--- config.mk ---
export PLATFORM = sky130hd
export DESIGN_NAME = spip_top
export DESIGN_NICKNAME = d
export VERILOG_FILES = /design/src/rtl/spip_pkg.sv /design/src/rtl/spip_sync.sv /design/src/rtl/spip_clkgen.sv /design/src/rtl/spip_top.sv
export SDC_FILE = /design/constraint.sdc
export NUM_CORES = 1
export LEC_CHECK = 0
export ABC_AREA = 1
export BUFFER_PORTS_ARGS = -buffer_cell sky130_fd_sc_hd__buf_4
export CORE_UTILIZATION = 55
export CTS_CLUSTER_DIAMETER = 80
export DETAILED_ROUTE_END_ITERATION = 6
export PLACE_DENSITY = 0.77
export RECOVER_POWER = 50
export SLEW_MARGIN = 5
export SYNTH_ARGS = -nofsm -noshare
export SYNTH_HDL_FRONTEND = slang
export SYNTH_SLANG_ARGS = --single-unit
--- constraint.sdc ---
create_clock -name mclk -period 4.25 [get_ports mclk]
set_clock_uncertainty 0.15 [all_clocks]
set_input_delay 1.0625 -clock mclk [delete_from_list [all_inputs] [get_ports mclk]]
set_output_delay 1.0625 -clock mclk [all_outputs]
set_load 0.02 [all_outputs]
--- src/rtl/spip_pkg.sv ---
/*
 * Shared constants for the byte-wide SPI port: register offsets, field
 * positions, reset values and rate table.
 * Assumes an 8-bit register port addressed by printed offset.
 */
package spip_pkg;
	localparam logic [7:0] SPIP_ADDR_CTRL = 8'h2c;
	localparam logic [7:0] SPIP_ADDR_STAT = 8'h2d;
	localparam logic [7:0] SPIP_ADDR_DATA = 8'h2e;
	localparam logic [7:0] SPIP_CTRL_RST  = 8'h00;
	localparam logic [7:0] SPIP_DATA_RST  = 8'h00;
	localparam int         CB_IRQ_EN      = 7;
	localparam int         CB_PORT_EN     = 6;
	localparam int         CB_ORDER       = 5;
	localparam int         CB_MASTER      = 4;
	localparam int         CB_CLOCK_POLARITY        = 3;
	localparam int         CB_CLOCK_PHASE        = 2;
	localparam int         CB_RATE_HI     = 1;
	localparam int         CB_RATE_LO     = 0;
	localparam int         SB_DONE        = 7;
	localparam int         SB_WRITE_COLLISION_FLAG        = 6;
	localparam int         SB_DOUBLE      = 0;
	localparam int         HALF_W         = 7;
	localparam logic [3:0] SPIP_EDGES     = 4'hf;
	localparam logic [3:0] SPIP_BITS      = 4'h8;
	localparam int         MISO_LAG       = 2;

	// Half an SCK period in mclk cycles; full dividers 4/16/64/128, halved when doubled
	function automatic logic [HALF_W-1:0] spip_half(input logic dbl, input logic [1:0] rate);
		logic [HALF_W-1:0] h;
		unique case (rate)
			2'h0: h = 7'h02;
			2'h1: h = 7'h08;
			2'h2: h = 7'h20;
			2'h3: h = 7'h40;
		endcase
		return dbl ? (h >> 1) : h;
	endfunction : spip_half
endpackage : spip_pkg

--- src/rtl/spip_sync.sv ---
/*
 * Two-flop synchroniser for a group of pin inputs.
 * Assumes each bit is an independent level from outside the mclk domain.
 */
`timescale 1ns/100ps
`default_nettype none
module spip_sync #(
	parameter int W = 3
) (
	input  wire logic         mclk,
	input  wire logic         rst,
	input  wire logic [W-1:0] d,
	output var  logic [W-1:0] q
);
	logic [W-1:0] meta_q;

	always_ff @(posedge mclk) begin
		if (rst) begin
			meta_q <= '0;
			q      <= '0;
		end else begin
			meta_q <= d;
			q      <= meta_q;
		end
	end
endmodule : spip_sync
`default_nettype wire

--- src/rtl/spip_clkgen.sv ---
/*
 * SCK half-period divider: one-cycle tick every half mclk cycles while run.
 * Assumes half is at least one and stable during a byte.
 */
`timescale 1ns/100ps
`default_nettype none
module spip_clkgen (
	input  wire logic                        mclk,
	input  wire logic                        rst,
	input  wire logic                        run,
	input  wire logic [spip_pkg::HALF_W-1:0] half,
	output var  logic                        tick
);
	import spip_pkg::*;

	logic [HALF_W-1:0] cnt_q;

	always_comb begin
		tick = run && (cnt_q == half - 7'h01);
	end

	always_ff @(posedge mclk) begin
		if (rst || !run || tick) begin
			cnt_q <= '0;
		end else begin
			cnt_q <= cnt_q + 7'h01;
		end
	end
endmodule : spip_clkgen
`default_nettype wire

--- src/rtl/spip_top.sv ---
/*
 * Byte-wide SPI port, master or slave, with control, status and data
 * registers on a plain strobe port.
 * Assumes pin direction bits, the port value for slave select and the
 * global interrupt enable come from mclk logic; pins need resolution outside.
 */
// Function
// - Slave selected: active, drive MISO only if its direction bit says output.
// - Slave deselected: all pins inputs, incoming data ignored.
// - Slave select rising resets bit counters and drops partial byte.
// - Master with select as output: select pin is a plain output.
// - Select driven low as input in master: drop master, SCK and MOSI to input.
// - That demotion sets the completion flag, may request interrupt.
// - Shift and sample on opposite SCK edges in all four modes.
// - Polarity one idles SCK high, zero idles low.
// - Phase zero samples on leading edge, phase one on trailing.
// - Order bit set sends LSB first, clear sends MSB first.
// - No SPI operation unless enable bit is one.
// - Master divides clock by 4, 16, 64 or 128.
// - Double speed halves those dividers to 2, 8, 32, 64.
// - Slave ignores rate bits, timed by incoming SCK.
// - Transfer end sets completion flag and may request interrupt.
// - Flag clears on vector ack or status read then data access.
// - Data write during transfer sets write collision flag.
// - Status read with collision then data access clears both flags.
// - Status bits five to one read zero.
// - Data write starts transfer; data read returns receive buffer.
// - Master write runs clock for eight bits, stops, sets flag.
// - Single buffered transmit, double buffered receive.
`timescale 1ns/100ps
`default_nettype none
module spip_top (
	input  wire logic       mclk,
	input  wire logic       rst,
	input  wire logic [7:0] addr,
	input  wire logic [7:0] wdata,
	input  wire logic       wr,
	input  wire logic       rd,
	output var  logic [7:0] rdata,
	input  wire logic       global_irq_en,
	input  wire logic       irq_ack,
	output var  logic       xfer_irq,
	input  wire logic       dir_sck,
	input  wire logic       dir_mosi,
	input  wire logic       dir_miso,
	input  wire logic       dir_ss,
	input  wire logic       ss_port_val,
	input  wire logic       sck_in,
	output var  logic       sck_out,
	output var  logic       sck_oe,
	input  wire logic       mosi_in,
	output var  logic       mosi_out,
	output var  logic       mosi_oe,
	input  wire logic       miso_in,
	output var  logic       miso_out,
	output var  logic       miso_oe,
	input  wire logic       ss_n_in,
	output var  logic       ss_n_out,
	output var  logic       ss_n_oe
);
	import spip_pkg::*;

	// ************************************************************
	// Registers and pin sampling
	// ************************************************************
	logic [7:0]        ctrl_q;
	logic              dbl_q;
	logic              done_q;
	logic              write_collision_flag_q;
	logic              arm_done_q;
	logic              arm_write_collision_flag_q;
	logic [7:0]        txbuf_q;
	logic [7:0]        shreg_q;
	logic [7:0]        rxbuf_q;
	logic [7:0]        rdata_q;
	logic              run_q;
	logic              sck_q;
	logic [3:0]        edge_q;
	logic [3:0]        setn_q;
	logic [3:0]        rxn_q;
	logic              rx_full_q;
	logic [MISO_LAG-1:0] lag_q;
	logic              out_q;
	logic [2:0]        pins_s;
	logic              sck_s_q;
	logic              ss_s_q;
	logic              tick;

	logic en;
	logic master;
	logic clock_polarity;
	logic clock_phase;
	logic ss_low;
	logic sel;
	logic fault;
	logic wr_ctrl;
	logic wr_stat;
	logic wr_data;
	logic rd_stat;
	logic rd_data;
	logic data_acc;
	logic busy;
	logic start;
	logic m_lead;
	logic m_samp;
	logic m_setup;
	logic s_rise;
	logic s_fall;
	logic s_lead;
	logic s_samp;
	logic s_setup;
	logic ss_rise;
	logic samp;
	logic rx_bit;
	logic setup;
	logic byte_end;
	logic [3:0] setn_d;

	assign en       = ctrl_q[CB_PORT_EN];
	assign master   = ctrl_q[CB_MASTER];
	assign clock_polarity     = ctrl_q[CB_CLOCK_POLARITY];
	assign clock_phase     = ctrl_q[CB_CLOCK_PHASE];
	assign wr_ctrl  = wr && addr == SPIP_ADDR_CTRL;
	assign wr_stat  = wr && addr == SPIP_ADDR_STAT;
	assign wr_data  = wr && addr == SPIP_ADDR_DATA;
	assign rd_stat  = rd && addr == SPIP_ADDR_STAT;
	assign rd_data  = rd && addr == SPIP_ADDR_DATA;
	assign data_acc = wr_data || rd_data;

	// SCK, MOSI and select pass two flops; MISO too, so its lag is fixed
	spip_sync #(
		.W(3)
	) u_sync (
		.mclk(mclk),
		.rst (rst),
		.d   ({ss_n_in, sck_in, mosi_in}),
		.q   (pins_s)
	);

	logic miso_meta_q;
	logic miso_s_q;
	always_ff @(posedge mclk) begin
		if (rst) begin
			miso_meta_q <= 1'b0;
			miso_s_q    <= 1'b0;
		end else begin
			miso_meta_q <= miso_in;
			miso_s_q    <= miso_meta_q;
		end
	end

	// Edge history on synchronised copies only
	always_ff @(posedge mclk) begin
		if (rst) begin
			sck_s_q <= 1'b0;
			ss_s_q  <= 1'b1;
		end else begin
			sck_s_q <= pins_s[1];
			ss_s_q  <= pins_s[2];
		end
	end

	assign ss_low  = !pins_s[2];
	assign sel     = en && !master && ss_low;
	assign ss_rise = pins_s[2] && !ss_s_q;
	assign s_rise  = pins_s[1] && !sck_s_q;
	assign s_fall  = !pins_s[1] && sck_s_q;
	assign s_lead  = clock_polarity ? s_fall : s_rise;
	// Slave edges gated by select; deselected slave sees nothing
	assign s_samp  = sel && (clock_phase ? !s_lead && (s_rise || s_fall) : s_lead);
	assign s_setup = sel && (clock_phase ? s_lead : !s_lead && (s_rise || s_fall));
	assign fault   = en && master && !dir_ss && ss_low;

	// ************************************************************
	// Master clock generator
	// ************************************************************
	spip_clkgen u_clkgen (
		.mclk(mclk),
		.rst (rst),
		.run (run_q),
		.half(spip_half(dbl_q, ctrl_q[CB_RATE_HI:CB_RATE_LO])),
		.tick(tick)
	);

	assign busy    = run_q || rx_full_q || rxn_q != 4'h0;
	assign start   = wr_data && !busy && en && master && !fault;
	assign m_lead  = tick && !edge_q[0];
	assign m_samp  = tick && (m_lead ^ clock_phase);
	assign m_setup = tick && !(m_lead ^ clock_phase);

	always_ff @(posedge mclk) begin
		if (rst || !en || fault) begin
			run_q  <= 1'b0;
			sck_q  <= 1'b0;
			edge_q <= 4'h0;
		end else if (start) begin
			run_q  <= 1'b1;
			sck_q  <= clock_polarity;
			edge_q <= 4'h0;
		end else if (tick) begin
			sck_q  <= !sck_q;
			edge_q <= edge_q + 4'h1;
			// Clock stops after the sixteenth edge
			if (edge_q == SPIP_EDGES) begin
				run_q <= 1'b0;
			end
		end else if (!run_q) begin
			sck_q <= clock_polarity;
		end
	end

	// Master samples MISO after the synchroniser lag
	always_ff @(posedge mclk) begin
		if (rst || !en || fault) begin
			lag_q <= '0;
		end else begin
			lag_q <= {lag_q[MISO_LAG-2:0], m_samp && master};
		end
	end

	// ************************************************************
	// Shift logic shared by both roles
	// ************************************************************
	assign samp     = master ? lag_q[MISO_LAG-1] : s_samp;
	assign rx_bit   = master ? miso_s_q : pins_s[0];
	assign setup    = master ? m_setup : s_setup;
	assign byte_end = rx_full_q && !run_q;

	always_comb begin
		setn_d = setn_q;
		if (start || ss_rise) begin
			setn_d = 4'h0;
		end else if (setup && setn_q != SPIP_BITS) begin
			setn_d = setn_q + 4'h1;
		end
	end

	// Index of the bit on the data line; phase one waits for the first edge
	function automatic logic tx_pick(input logic [7:0] b, input logic [3:0] n,
		input logic ph, input logic lsb);
		logic [2:0] i;
		i = ph ? ((n == 4'h0) ? 3'h0 : 3'(n - 4'h1)) : 3'(n);
		return lsb ? b[i] : b[3'h7 - i];
	endfunction : tx_pick

	always_ff @(posedge mclk) begin
		if (rst || !en || fault) begin
			setn_q <= 4'h0;
			out_q  <= 1'b0;
		end else begin
			setn_q <= setn_d;
			// Start takes the new byte at once; the buffer lands a cycle late
			out_q  <= tx_pick(start ? wdata : txbuf_q, setn_d, clock_phase, ctrl_q[CB_ORDER]);
		end
	end

	always_ff @(posedge mclk) begin
		if (rst || !en || fault || start || (!master && ss_rise)) begin
			rxn_q     <= 4'h0;
			rx_full_q <= 1'b0;
		end else if (byte_end) begin
			rxn_q     <= 4'h0;
			rx_full_q <= 1'b0;
		end else if (samp && !rx_full_q) begin
			rxn_q     <= rxn_q + 4'h1;
			rx_full_q <= rxn_q == SPIP_BITS - 4'h1;
		end
	end

	always_ff @(posedge mclk) begin
		if (rst) begin
			shreg_q <= 8'h00;
		end else if (samp && !rx_full_q) begin
			shreg_q <= ctrl_q[CB_ORDER] ? {rx_bit, shreg_q[7:1]} : {shreg_q[6:0], rx_bit};
		end
	end

	// Receive buffer holds until the next whole byte replaces it
	always_ff @(posedge mclk) begin
		if (rst) begin
			rxbuf_q <= SPIP_DATA_RST;
		end else if (byte_end) begin
			rxbuf_q <= shreg_q;
		end
	end

	// Single transmit buffer: a write during a byte is refused
	always_ff @(posedge mclk) begin
		if (rst) begin
			txbuf_q <= SPIP_DATA_RST;
		end else if (wr_data && !busy) begin
			txbuf_q <= wdata;
		end
	end

	// ************************************************************
	// Control and status
	// ************************************************************
	always_ff @(posedge mclk) begin
		if (rst) begin
			ctrl_q <= SPIP_CTRL_RST;
		end else if (wr_ctrl) begin
			ctrl_q <= wdata;
		end else if (fault) begin
			ctrl_q[CB_MASTER] <= 1'b0;
		end
	end

	always_ff @(posedge mclk) begin
		if (rst) begin
			dbl_q <= 1'b0;
		end else if (wr_stat) begin
			dbl_q <= wdata[SB_DOUBLE];
		end
	end

	// Clear needs a status read that saw the flag; a new set wins
	always_ff @(posedge mclk) begin
		if (rst) begin
			arm_done_q <= 1'b0;
			arm_write_collision_flag_q <= 1'b0;
		end else if (data_acc) begin
			arm_done_q <= 1'b0;
			arm_write_collision_flag_q <= 1'b0;
		end else if (rd_stat) begin
			arm_done_q <= done_q;
			arm_write_collision_flag_q <= write_collision_flag_q;
		end
	end

	always_ff @(posedge mclk) begin
		if (rst) begin
			done_q <= 1'b0;
		end else if (byte_end || fault) begin
			done_q <= 1'b1;
		end else if (irq_ack || (data_acc && (arm_done_q || arm_write_collision_flag_q))) begin
			done_q <= 1'b0;
		end
	end

	always_ff @(posedge mclk) begin
		if (rst) begin
			write_collision_flag_q <= 1'b0;
		end else if (wr_data && busy) begin
			write_collision_flag_q <= 1'b1;
		end else if (data_acc && arm_write_collision_flag_q) begin
			write_collision_flag_q <= 1'b0;
		end
	end

	always_ff @(posedge mclk) begin
		if (rst || !rd) begin
			rdata_q <= 8'h00;
		end else begin
			unique case (addr)
				SPIP_ADDR_CTRL: rdata_q <= ctrl_q;
				SPIP_ADDR_STAT: rdata_q <= {done_q, write_collision_flag_q, 5'h00, dbl_q};
				SPIP_ADDR_DATA: rdata_q <= rxbuf_q;
				default:        rdata_q <= 8'h00;
			endcase
		end
	end

	// ************************************************************
	// Pins and interrupt
	// ************************************************************
	assign rdata    = rdata_q;
	assign xfer_irq = done_q && ctrl_q[CB_IRQ_EN] && global_irq_en;
	assign sck_out  = sck_q;
	assign sck_oe   = en && master && dir_sck;
	assign mosi_out = out_q;
	assign mosi_oe  = en && master && dir_mosi;
	assign miso_out = out_q;
	assign miso_oe  = sel && dir_miso;
	assign ss_n_out = ss_port_val;
	assign ss_n_oe  = dir_ss && !(en && !master);

	// ************************************************************
	// Checks
	// ************************************************************
	// Longest byte is sixteen halves of 64 cycles; a counter bounds it
	localparam logic [10:0] RUN_LIMIT = 11'h44c;
	logic [10:0] run_len_q;

	always_ff @(posedge mclk) begin
		if (rst || !run_q) begin
			run_len_q <= 11'h000;
		end else if (run_len_q != 11'h7ff) begin
			run_len_q <= run_len_q + 11'h001;
		end
	end
endmodule : spip_top
`default_nettype wire

# Word-level counts from Yosys, hierarchy flattened
# Index checks and enable logic that the tools add are counted.
[word_totals]
ff_bits = 80
latchBits = 0
ram_bits = 0
romBits = 0
inputBits = 31
word_cells = 161
n_memories = 0
[classes]
add_sub_neg = 7
mul = 0
div = 0
order_cmp = 2
eq_ne = 11
n_shift = 0
n_mux = 32
n_bitwise = 1
n_reduce_logical = 82
[op_table]
columns = ["op", "count"]
rows = [
  ["1-bit logical AND", 38],
  ["7-bit one-hot mux with 4 select lines", 1],
  ["8-bit by 6-bit == test with 1-bit output (second input constant)", 3],
  ["8-bit one-hot mux with 3 select lines", 1],
  ["1-bit two-way mux", 21],
  ["1-bit zero test", 17],
  ["8-bit two-way mux", 2],
  ["1-bit logical OR", 15],
  ["4-bit by 1-bit adder with 4-bit output (second input constant)", 3],
  ["2-bit nonzero test", 5],
  ["3-bit by 4-bit less-than comparator with 1-bit output (second input constant)", 2],
  ["4-bit two-way mux", 2],
  ["7-bit by 1-bit adder with 7-bit output (second input constant)", 1],
  ["7-bit == test", 1],
  ["7-bit two-way mux", 1],
  ["7-bit by 1-bit subtractor with 7-bit output (second input constant)", 1],
  ["1-bit binary-select mux with 3-bit select", 2],
  ["3-bit two-way mux", 2],
  ["2-bit OR reduction", 3],
  ["2-bit == test (second input constant)", 2],
  ["4-bit by 3-bit == test with 1-bit output (second input constant)", 1],
  ["4-bit == test (second input constant)", 1],
  ["4-bit zero test", 1],
  ["4-bit != test (second input constant)", 1],
  ["other kinds (8)", 8],
]

# Longest topological paths before layout
# Gate-level depths: netlist of the first run.
[depth]
depth_word = 21
mapped_depth = 28
mapped_depth_nobuf = 27

# Hierarchy
# Synthesis of the first run repeated with hierarchy kept, for this count alone.
[hier_totals]
hier_cells = 596
area_unflattened_um2 = 4140.2
[by_module_without_submodules]
columns = ["module", "n_inst", "cells_per_inst", "area_per_inst_um2", "seq_area_each_um2"]
rows = [
  ["spip_top", 1, 481, 3424.5, 1341.3],
  ["spip_clkgen", 1, 97, 550.5, 140.1],
  ["spip_sync", 1, 18, 165.2, 120.1],
]

# Least setup slack after synthesis of the first run
# No wires, ideal clock.
[synth_path]
path_type = "in2reg"
startpoint = "input port addr[5]"
endpoint = "register out_q (netlist: miso_out)"
t_arrival_ps = 3332
path_slack_ps = 701
stages = 20
n_path_buf = 0
path_cell_list = "inv_1 nor2_1 nand2_1 nor4_4 inv_2 nor3_4 nand2_2 nand2_1 inv_2 nand2_1 nor2_2 inv_1 ha_1 nor2_1 nand2_1 o21ai_2 nand3_1 nand3_1 nand3_1 a21oi_2"
[synth_via]
elab_chain_cells = 15
elab_cells_between_ends = 19
[synth_rtl]
columns = ["item", "line", "text"]
rows = [
  ["start: declaration", "spip_top.sv:35", "input wire logic [7:0] addr,"],
  ["8-bit by 6-bit == test with 1-bit output (*)", "spip_top.sv:125", "assign wr_data = wr && addr == SPIP_ADDR_DATA;"],
  ["1-bit logical AND (*)", "spip_top.sv:125", ""],
  ["1-bit logical AND (*) (4 in a row)", "spip_top.sv:186", "assign start = wr_data && !busy && en && master && !fault;"],
  ["1-bit logical OR", "spip_top.sv:231", "if (start || ss_rise) begin"],
  ["4-bit two-way mux", "spip_top.sv:231", ""],
  ["3-bit by 1-bit subtractor with 3-bit output / 4-bit zero test (equally long branches)", "spip_top.sv:242", "i = ph ? ((n == 4'h0) ? 3'h0 : 3'(n - 4'h1)) : 3'(n);"],
  ["3-bit two-way mux (2 in a row)", "spip_top.sv:242", ""],
  ["3-bit subtractor", "spip_top.sv:243", "return lsb ? b[i] : b[3'h7 - i];"],
  ["1-bit binary-select mux with 3-bit select", "spip_top.sv:243", ""],
  ["1-bit two-way mux (not written as such)", "spip_top.sv:243", ""],
  ["1-bit two-way mux (*)", "spip_top.sv:243", ""],
  ["end signal: assignment", "spip_top.sv:253", "out_q <= tx_pick(start ? wdata : txbuf_q, setn_d, clock_phase, ctrl_q[CB_ORDER]);"],
  ["end: declaration", "spip_top.sv:83", "logic out_q;"],
]
# Mark *: on every way between the ends. The rest lies on a longest branch, timed or not. The select of a mux whose other input is x is not followed.
# A chain may end at the register's enable or synchronous reset.

# Final worst setup path of the first run
[layout_path]
startpoint = "input port addr[7]"
endpoint = "register out_q (netlist: miso_out)"
# The elaborated chain is that of the path after synthesis.

==> metrics.txt, run 1 <==
multi-input combinational cell area 1980 sq um; post-layout instance count excluding filler cells 710; clock tree from TritonCTS yes; internal power of the cells 1000 uW; buffers added on ports 45; DRC violations left 0; Warnings, synthesis 0; worst hold path type reg2reg; total area of sequential cells 1600 sq um; final setup slack of the worst path 0.506 ns; DIE HEIGHT 87.3 um; ant diodes 0; cell depth of the worst flop-to-flop path 25; final period demand of the worst path 3.74 ns; DP HPWL 7010 um; worst ir drop on vdd 0.000248 V; post-CTS setup buffers 0; share of power burned in combinational logic 4.1%; Placement Rows 30; kind of launch point of the worst setup path input port; clock latency on the worst-skew pair 0.37 ns; starting density of the core 58.0%; final cycle utilization of the critical path 88.1%; number of buffers inserted during clock tree synthesis 9; Horiz. Die Dim 87.3 um; largest net degree at the start of global routing 27; register bit count reported by yosys 80; Post-Syn Nets 603; post-synthesis share of cell area spent on full adders, half adders and majority gates 3.13%; Netlist Area Pre-Place 4000 sq um; instance count of the mapped netlist 562; final hold vios 0; worst slack, placed 0.431 ns; leakage 1.89 nW; per-cell via count in the routed design 5.32; sequential share of power 56.6%; drt total wl 9330 um; clock sinks 80; headroom to the max-slew limit 46.5%; first drt pass iteration count 5; largest family of logic cells by synthesized area simple AND/OR/NAND/NOR gates; commonest non-fill, non-tap cell in the layout sky130_fd_sc_hd__nand2_1; actual transition at the worst max-transition pin 0.795 ns; net switching fraction of the power 25.2%; max-slew violation count 0; final setup TNS 0 ns; mean area per synthesized cell 7.12 sq um; fraction of the mapped netlist area in compound gates 16.2%; number of antenna violations at the first check in global routing 0; I/O Pins 48; required time at the endpoint of the critical path 4.41 ns; number of antenna-violating nets in the routed design 0; global route overflow 0; area delta synth->final 13.4%; Clock Path Buffers 2; run status complete, no violations; # hold bufs at CTS 0; area share of and/or/nand/nor cells after synthesis 29.5%; Max FO, Critical Path 19; Placer Congestion 0.869; full die area 7620 sq um; via total after detailed routing 3778; mux share of post-synthesis cell area 0%; clk slew on worst S/H paths 0.09 ns; global-route wire length before repair 15300 um; cell at the root of the clock tree sky130_fd_sc_hd__clkbuf_8; Clock Power Share 39.4%; via count of the first global-routing pass 3414; number of fill cells in the layout 657; placed instance count 694; nets@finish 650; per-cell routed wire length 13.1 um; worst hold path stage count 2; data arrival time of the critical path 3.90 ns; RSZ-0062 raised after global routing false; sequential element share of the synthesized area 40.0%; capturing element type of the critical path register; highest-count cells in the layout ignoring fill and taps 100 x sky130_fd_sc_hd__nand2_1, 80 x sky130_fd_sc_hd__dfxtp_1, 78 x sky130_fd_sc_hd__inv_1; category of the most critical setup path in2reg; H-tree depth 3; overall routing resource usage 26.1%; number of gates resized after CTS 0; Power Density 294 nW/um^2; Peak Freq 0.267 GHz; number of max-cap violations 0; first-iteration detailed-routing DRC count 214; Netlist cell types 46; worst setup slack for register-to-register paths 0.56 ns; switching power summed over all nets 336 uW; total setup violations reported at the end of the flow 0; Synth Area in XOR/XNOR 1.09%; CORE AREA 6910 sq um; ratio of cells with drive above 1 in the final layout 14.5%
-- critical path, stage by stage --
cell                       delay [ns]
sky130_fd_sc_hd__clkbuf_4        0.11
sky130_fd_sc_hd__nor2_1          0.09
sky130_fd_sc_hd__nand2_1         0.11
sky130_fd_sc_hd__nor4_1          0.30
sky130_fd_sc_hd__clkinv_1        0.26
sky130_fd_sc_hd__nor3_4          0.22
sky130_fd_sc_hd__nand2_2         0.24
sky130_fd_sc_hd__nand2_1         0.18
sky130_fd_sc_hd__inv_2           0.08
sky130_fd_sc_hd__nand2_1         0.08
sky130_fd_sc_hd__nor2_2          0.05
sky130_fd_sc_hd__inv_1           0.08
sky130_fd_sc_hd__ha_1            0.21
sky130_fd_sc_hd__nand2_1         0.09
sky130_fd_sc_hd__nand2_1         0.09
sky130_fd_sc_hd__inv_1           0.04
sky130_fd_sc_hd__nor2_1          0.20
sky130_fd_sc_hd__inv_1           0.09
sky130_fd_sc_hd__nand3_1         0.10
sky130_fd_sc_hd__nand3_1         0.10
sky130_fd_sc_hd__a21oi_2         0.14
-- path summary, 6_finish.rpt --
kind                    startpoint     endpoint
setup / recovery           addr[7]     miso_out
hold / removal    u_sync.meta_q[2]  u_sync.q[2]
setup reg to reg         ctrl_q[1]     miso_out
hold reg to reg   u_sync.meta_q[2]  u_sync.q[2]
-- per-layer routing --
metal | vias to the layer above | wire length [um] | global-route usage [%]
met5 | - | 0 | 0
met4 | 0 | 216 | 11.5
met3 | 20 | 432 | 4.45
met2 | 106 | 4370 | 42.8
met1 | 1726 | 4310 | 33.7
li1 | 1926 | - | -
-- final cells by class --
cell class	count	area share (%)
flip-flops and latches	80	35.3
well taps	96	2.64
repair buffers	49	6.94
clock buffers	10	2.81
multi-input cells	378	43.7
inverters	91	7.52
clock inverters	6	1.13
-- metrics by stage --
stage | util (%) | hold slack, ns | area, sq um | power, mW
after floorplan | - | 0.238 | 4000 | 0.799
final | 65.8 | 0.256 | 4540 | 1.34
after detailed placement | 64.1 | 0.246 | 4430 | 0.829
after global routing | 65.8 | 0.277 | 4540 | 1.38
after CTS | 66.7 | 0.259 | 4610 | 1.34
after global placement | 64.1 | 0.241 | 4430 | 0.828
-- synth_stat cells, drive strengths merged --
cell type	number	area [sq um]
a211oi	2	15.0
a21boi	1	7.51
a21oi	39	203
a221oi	1	8.76
a31oi	8	50.1
a32o	1	10.0
a32oi	1	16.3
and2	1	6.26
buf	5	31.3
clkbuf	8	30.0
clkinv	2	7.51
dfxtp	80	1600
ha	10	125
inv	89	334
nand2	111	469
nand3	47	263
nand3b	1	7.51
nand4	3	18.8
nor2	67	285
nor3	10	61.3
nor3b	3	22.5
nor4	4	40.0
o211ai	1	7.51
o21ai	56	288
o221a	1	11.3
o221ai	2	17.5
o2bb2ai	1	8.76
o31ai	1	7.51
or2	1	6.26
xnor2	3	26.3
xor2	2	17.5
-- state kept, by name, indices dropped and copies added, names as in the netlist, 2 cells and up --
register and cells:
u_sync.q 3, txbuf_q 8, shreg_q 8, ctrl_q 8, setn_q 4, edge_q 4
u_clkgen.cnt_q 7, lag_q 2, rxn_q 4, rdata 8, u_sync.meta_q 3, rxbuf_q 8
-- cell families (layout without fill, tap and decap cells) --
logic type	after synthesis	in the layout
AO/OA/AOI/OAI	115	115
XOR/XNOR	5	5
adder cells (fa/ha/maj)	10	10
buffers and inverters	104	156
flip-flops	80	80
AND/OR/NAND/NOR	248	248
-- power groups by stage --
stage | registers (mW) | logic (mW) | clock network [mW]
2_1_floorplan | 0.773 | 0.0267 | 0
3_3_place_gp | 0.773 | 0.0548 | 0
3_5_place_dp | 0.773 | 0.0560 | 0
4_1_cts | 0.756 | 0.0562 | 0.532
5_1_grt | 0.756 | 0.0603 | 0.568
6_report | 0.756 | 0.0542 | 0.526
(Power assumes the default switching activity.)
==> inputs of run 2 (changes only) <==
Settings changed: HOLD_SLACK_MARGIN set to 0.05.
Clock period 4.25 ns to 3.65 ns, I/O delays scaled along.
==> run 2 against run 1 <==
Compared with the run above:
- final cell count is 1.4% higher
- flip-flop and latch count is the same
- critical path depth is 3 higher
- clock-buffer cell count is 1 higher
- critical path type is now reg2reg
- critical endpoint unchanged
- hold slack gained 0.0072 ns
- power grew 15%
- largest cell class unchanged
- cell area is 2.4% higher
- clock power increased by 13%
==> metrics.txt, run 2 (synthesized netlist as in run 1, its figures left out) <==
run status complete, no violations (unchanged); DIE HEIGHT 87.3 um (unchanged); number of antenna violations at the first check in global routing 0 (unchanged); Horiz. Die Dim 87.3 um (unchanged); worst ir drop on vdd 0.000246 V (was 0.000248 V); cell at the root of the clock tree sky130_fd_sc_hd__clkbuf_8 (unchanged); power after layout 1.54 mW (was 1.34 mW); utilization of the core after routing 67.3% (was 65.8%); commonest non-fill, non-tap cell in the layout sky130_fd_sc_hd__nand2_1 (unchanged); worst reg2reg endpoint miso_out (unchanged); global-route wire length before repair 15100 um (was 15300 um); actual transition at the worst max-transition pin 0.902 ns (was 0.795 ns); Placer Congestion 0.866 (was 0.869); via count of the first global-routing pass 3365 (was 3414); highest-count cells in the layout ignoring fill and taps 99 x sky130_fd_sc_hd__nand2_1, 78 x sky130_fd_sc_hd__inv_1, 78 x sky130_fd_sc_hd__dfxtp_1 (was 100 x sky130_fd_sc_hd__nand2_1, 80 x sky130_fd_sc_hd__dfxtp_1, 78 x sky130_fd_sc_hd__inv_1); reg-to-reg startpoint ctrl_q[0] (was ctrl_q[1]); Placement Rows 30 (unchanged); worst hold path type reg2reg (unchanged); I/O Pins 48 (unchanged); CP endpoint miso_out (unchanged); drt total wl 9420 um (was 9330 um); Max FO, Critical Path 7 (was 19); clock sinks 80 (unchanged); starting density of the core 58.0% (unchanged); final design area excluding fillers 4650 sq um (was 4540 sq um); overall routing resource usage 25.7% (was 26.1%); nets@finish 660 (was 650); total setup violations reported at the end of the flow 0 (unchanged); number of buffers inserted during clock tree synthesis 9 (unchanged); clock latency on the worst-skew pair 0.36 ns (was 0.37 ns); worst setup slack for register-to-register paths 0.22 ns (was 0.56 ns); clock tree from TritonCTS yes (unchanged); post-detailed-placement cell area 4480 sq um (was 4430 sq um); kind of launch point of the worst setup path register (was input port); via total after detailed routing 3821 (was 3778); max-slew violation count 0 (unchanged); final cycle utilization of the critical path 94.1%; data arrival time of the critical path 3.59 ns (was 3.90 ns); required time at the endpoint of the critical path 3.80 ns (was 4.41 ns); ant diodes 0 (unchanged); buffers added on ports 45 (unchanged); area delta synth->final 16.1% (was 13.4%); DP HPWL 6950 um (was 7010 um); category of the most critical setup path reg2reg (was in2reg); Power Density 332 nW/um^2 (was 294 nW/um^2); ratio of cells with drive above 1 in the final layout 16.8% (was 14.5%); first-iteration detailed-routing DRC count 175 (was 214); largest net degree at the start of global routing 26 (was 27); headroom to the max-slew limit 39.9% (was 46.5%); per-cell via count in the routed design 5.31 (was 5.32); number of antenna-violating nets in the routed design 0 (unchanged); capturing element type of the critical path register (unchanged); DRC violations left 0 (unchanged); cell depth of the worst flop-to-flop path 24 (was 25); start point of the critical path ctrl_q[0] (was addr[7]); full die area 7620 sq um (unchanged); # hold bufs at CTS 0 (unchanged); global route overflow 0 (unchanged); number of fill cells in the layout 645 (was 657); final period demand of the worst path 3.43 ns; Peak Freq 0.291 GHz; Clock Path Buffers 2 (unchanged); first drt pass iteration count 6 (was 5); H-tree depth 3 (unchanged); final hold vios 0 (unchanged); number of max-cap violations 0 (unchanged); per-cell routed wire length 13.1 um (about the same); leakage 1.92 nW (was 1.89 nW); CORE AREA 6910 sq um (unchanged); clk slew on worst S/H paths 0.08 ns (was 0.09 ns)
==> run 2: cell types whose count changed in the layout (fill, tap and decap cells not counted), sizes merged <==
cell,delta
clkbuf,+5
clkinv,-2
clkinvlp,+2
buf,+6
inv,-1
==> run 2: area by class of cell <==
class | count | area [sq um] | area share, %
clock buffer | 11 | 141 | 3.04
clock inverter | 5 | 40.0 | 0.861
inverter | 91 | 342 | 7.35
multi-input combinational | 378 | 2020 | 43.5
sequential | 80 | 1600 | 34.5
tap | 96 | 120 | 2.58
timing repair buffer | 59 | 379 | 8.15
==> run 2: where the power goes <==
part           internal, mW  total [mW]  switching, mW
registers             0.877       0.880        0.00232
logic                0.0302      0.0642         0.0340
clock network         0.269       0.597          0.329
total                  1.18        1.54          0.365
==> run 2: worst min path at each step <==
stage | from | endpoint | slack [ns] | depth (start not counted)
2_1_floorplan | miso_meta_q | miso_s_q | 0.24 | 2
3_3_place_gp | u_sync.meta_q[0] | u_sync.q[0] | 0.24 | 2
3_5_place_dp | miso_meta_q | miso_s_q | 0.25 | 2
4_1_cts | miso_meta_q | miso_s_q | 0.26 | 2
5_1_grt | miso_meta_q | miso_s_q | 0.29 | 2
6_report | miso_meta_q | miso_s_q | 0.26 | 2
==> run 2: metrics by stage <==
stage,hold WS [ns],cells,TNS [ns],setup slack (ns)
2_1_floorplan,0.238,562,0,0.251
3_3_place_gp,0.244,701,0,0.242
3_5_place_dp,0.252,701,0,0.0559
4_1_cts,0.264,717,0,0.0203
5_1_grt,0.288,720,-0.0209,-0.0209
6_report,0.264,720,0,0.216
==> run 2: critical path: stages, from the launching register on <==
cell and delay [ns]:
sky130_fd_sc_hd__dfxtp_2 0.37, sky130_fd_sc_hd__nor2_4 0.13, sky130_fd_sc_hd__nand2_1 0.07, sky130_fd_sc_hd__ha_1 0.30, sky130_fd_sc_hd__nand2_1 0.07, sky130_fd_sc_hd__inv_1 0.03
sky130_fd_sc_hd__nor2_1 0.08, sky130_fd_sc_hd__nand3_1 0.09, sky130_fd_sc_hd__nor2_2 0.10, sky130_fd_sc_hd__nand2_2 0.07, sky130_fd_sc_hd__nor2_4 0.14, sky130_fd_sc_hd__inv_2 0.08
sky130_fd_sc_hd__nor2_8 0.11, sky130_fd_sc_hd__nand3_2 0.11, sky130_fd_sc_hd__nand2_4 0.11, sky130_fd_sc_hd__nand2_4 0.09, sky130_fd_sc_hd__a21oi_4 0.16, sky130_fd_sc_hd__o21ai_4 0.09
sky130_fd_sc_hd__ha_2 0.33, sky130_fd_sc_hd__nor2_2 0.05, sky130_fd_sc_hd__a21oi_2 0.21, sky130_fd_sc_hd__nand3_1 0.13, sky130_fd_sc_hd__nand3_1 0.10, sky130_fd_sc_hd__nand3_1 0.08
sky130_fd_sc_hd__a21oi_2 0.13
==> run 2: what timing repair did <==
action | in CTS | in global routing
resized for setup | 0 | 11
setup buffers | 0 | 3
endpoints found under the setup margin | 0 | 1
==> run 2: routing by layer <==
metal	vias up	wire length (um)	GRT usage (%)
met1	1745	4280	32.7
met5	-	0	0
met2	107	4500	43.0
met3	17	482	6.07
li1	1952	-	-
met4	0	153	8.35
==> inputs of run 3 (changes only) <==
Settings changed: GPL_ROUTABILITY_DRIVEN set to 0, MAX_ROUTING_LAYER set to met4, SKIP_CTS_REPAIR_TIMING set to 1.
==> run 3 against run 2 <==
Compared with the run above:
- critical path depth stayed put
- sequential share of layout area stayed put
- final cell count did not move
- via count down 0.39%
- flip-flop and latch count unchanged
- die area is the same
- combinational power is essentially flat
- clock power is essentially flat
- critical path type unchanged
- largest power group unchanged
- highest routed layer unchanged
==> metrics.txt, run 3 (synthesized netlist as in run 1, its figures left out) <==
run status complete, no violations (unchanged); DP HPWL 6950 um (unchanged); category of the most critical setup path reg2reg (unchanged); final setup TNS 0 ns (unchanged); cell depth of the worst flop-to-flop path 24 (unchanged); worst hold path type reg2reg (unchanged); most common cell type on the critical path sky130_fd_sc_hd__nand3_1 (unchanged); kind of launch point of the worst setup path register (unchanged); total setup violations reported at the end of the flow 0 (unchanged); slowest library cell on the worst path sky130_fd_sc_hd__dfxtp_2 (unchanged); global-route wire length before repair 15100 um (about the same); final cycle utilization of the critical path 93.4% (was 94.1%); Max FO, Critical Path 7 (unchanged); worst hold path stage count 2 (unchanged); Clock Path Buffers 2 (unchanged); clock sinks 80 (unchanged); via count of the first global-routing pass 3361 (was 3365); via total after detailed routing 3806 (was 3821); ant diodes 0 (unchanged); largest net degree at the start of global routing 26 (unchanged); post-layout instance count excluding filler cells 720 (unchanged); leakage 1.92 nW (unchanged); DIE HEIGHT 87.3 um (unchanged); cell at the root of the clock tree sky130_fd_sc_hd__clkbuf_8 (unchanged); capturing element type of the critical path register (unchanged); final period demand of the worst path 3.41 ns (was 3.43 ns); per-cell via count in the routed design 5.29 (was 5.31); CORE AREA 6910 sq um (unchanged); Horiz. Die Dim 87.3 um (unchanged); final hold vios 0 (unchanged); detailed-routed wire length on met3 485 um (was 482 um); Power Density 331 nW/um^2 (was 332 nW/um^2); H-tree depth 3 (unchanged); number of antenna violations at the first check in global routing 0 (unchanged); worst ir drop on vdd 0.000246 V (about the same); I/O Pins 48 (unchanged); clk slew on worst S/H paths 0.08 ns (about the same); required time at the endpoint of the critical path 3.80 ns (about the same); DRC violations left 0 (unchanged); buffers added on ports 45 (unchanged); starting density of the core 58.0% (unchanged); per-cell routed wire length 13.0 um (was 13.1 um); number of antenna-violating nets in the routed design 0 (unchanged); met2 wirelength from detailed routing 4490 um (was 4500 um); headroom to the max-slew limit 40.1% (was 39.9%); overall routing resource usage 26.5% (was 25.7%); number of max-cap violations 0 (unchanged); clock latency on the worst-skew pair 0.36 ns (about the same); first-iteration detailed-routing DRC count 173 (was 175); ratio of cells with drive above 1 in the final layout 16.8% (unchanged); max incr delay on CP 0.37 ns (about the same); highest-count cells in the layout ignoring fill and taps 99 x sky130_fd_sc_hd__nand2_1, 78 x sky130_fd_sc_hd__inv_1, 78 x sky130_fd_sc_hd__dfxtp_1 (unchanged); area delta synth->final 16.1% (unchanged); Peak Freq 0.293 GHz (was 0.291 GHz); number of buffers inserted during clock tree synthesis 9 (unchanged); cells along the critical path nor2_4 -> nand2_1 -> ha_1 -> nand2_1 -> inv_1 -> nor2_1 -> nand3_1 -> nor2_2 -> nand2_2 -> nor2_4 -> inv_2 -> nor2_8 -> nand3_2 -> nand2_4 -> nand2_4 -> a21oi_4 -> o21ai_4 -> ha_2 -> nor2_2 -> a21oi_2 -> nand3_1 -> nand3_1 -> nand3_1 -> a21oi_2 (unchanged); WL met1 4260 um (was 4280 um); data arrival time of the critical path 3.56 ns (was 3.59 ns); commonest non-fill, non-tap cell in the layout sky130_fd_sc_hd__nand2_1 (unchanged); first drt pass iteration count 5 (was 6); nets@finish 660 (unchanged); Placement Rows 30 (unchanged); drt total wl 9370 um (was 9420 um); global route overflow 0 (unchanged); actual transition at the worst max-transition pin 0.898 ns (was 0.902 ns); uppermost layer routed met4 (unchanged); full die area 7620 sq um (unchanged); max-slew violation count 0 (unchanged); placed instance count 701 (unchanged); clock tree from TritonCTS yes (unchanged)
-- run 3: stage by stage --
step | hold WS, ns | cell area [sq um] | power [mW] | utilization (%) | setup slack [ns]
after global placement | 0.244 | 4480 | 0.964 | 64.9 | 0.242
after floorplan | 0.238 | 4000 | 0.931 | - | 0.251
after CTS | 0.264 | 4660 | 1.56 | 67.5 | 0.0203
after global routing | 0.288 | 4650 | 1.60 | 67.3 | -0.0209
after detailed placement | 0.252 | 4480 | 0.967 | 64.9 | 0.0559
final | 0.263 | 4650 | 1.54 | 67.3 | 0.241
-- run 3: power breakdown --
part / total (mW) / switching, mW / internal [mW]
Combinational: 0.0642 / 0.0340 / 0.0302
Sequential: 0.880 / 0.00235 / 0.877
Clock: 0.597 / 0.328 / 0.269
-- run 3: worst max-delay path, delay by kind of cell (launching register included) --
family	cells	cell delay (ns)
compound gates	4	0.59
simple gates	16	1.51
flops	1	0.37
buf+inv	2	0.11
fa+ha+maj	2	0.63
-- run 3: final timing paths --
check,from,end,slack [ns]
max,ctrl_q[0],miso_out,0.24
min,miso_meta_q,miso_s_q,0.26
max reg2reg,ctrl_q[0],miso_out,0.24
min reg2reg,miso_meta_q,miso_s_q,0.26
-- run 3: routing by layer --
metal	GRT usage, %	vias to the layer above
li1	-	1946
met1	32.7	1741
met2	43.0	105
met3	6.07	14
met4	8.35	0
met5	-	-
-- run 3: area by class of cell --
| cell class | count | area (sq um) |
|---|---|---|
| Fill cell | 645 | 2260 |
| Multi-Input combinational cell | 378 | 2020 |
| Sequential cell | 80 | 1600 |
| Timing Repair Buffer | 59 | 379 |
| Inverter | 91 | 342 |
| Clock buffer | 11 | 141 |
| Tap cell | 96 | 120 |
| Clock inverter | 5 | 40.0 |
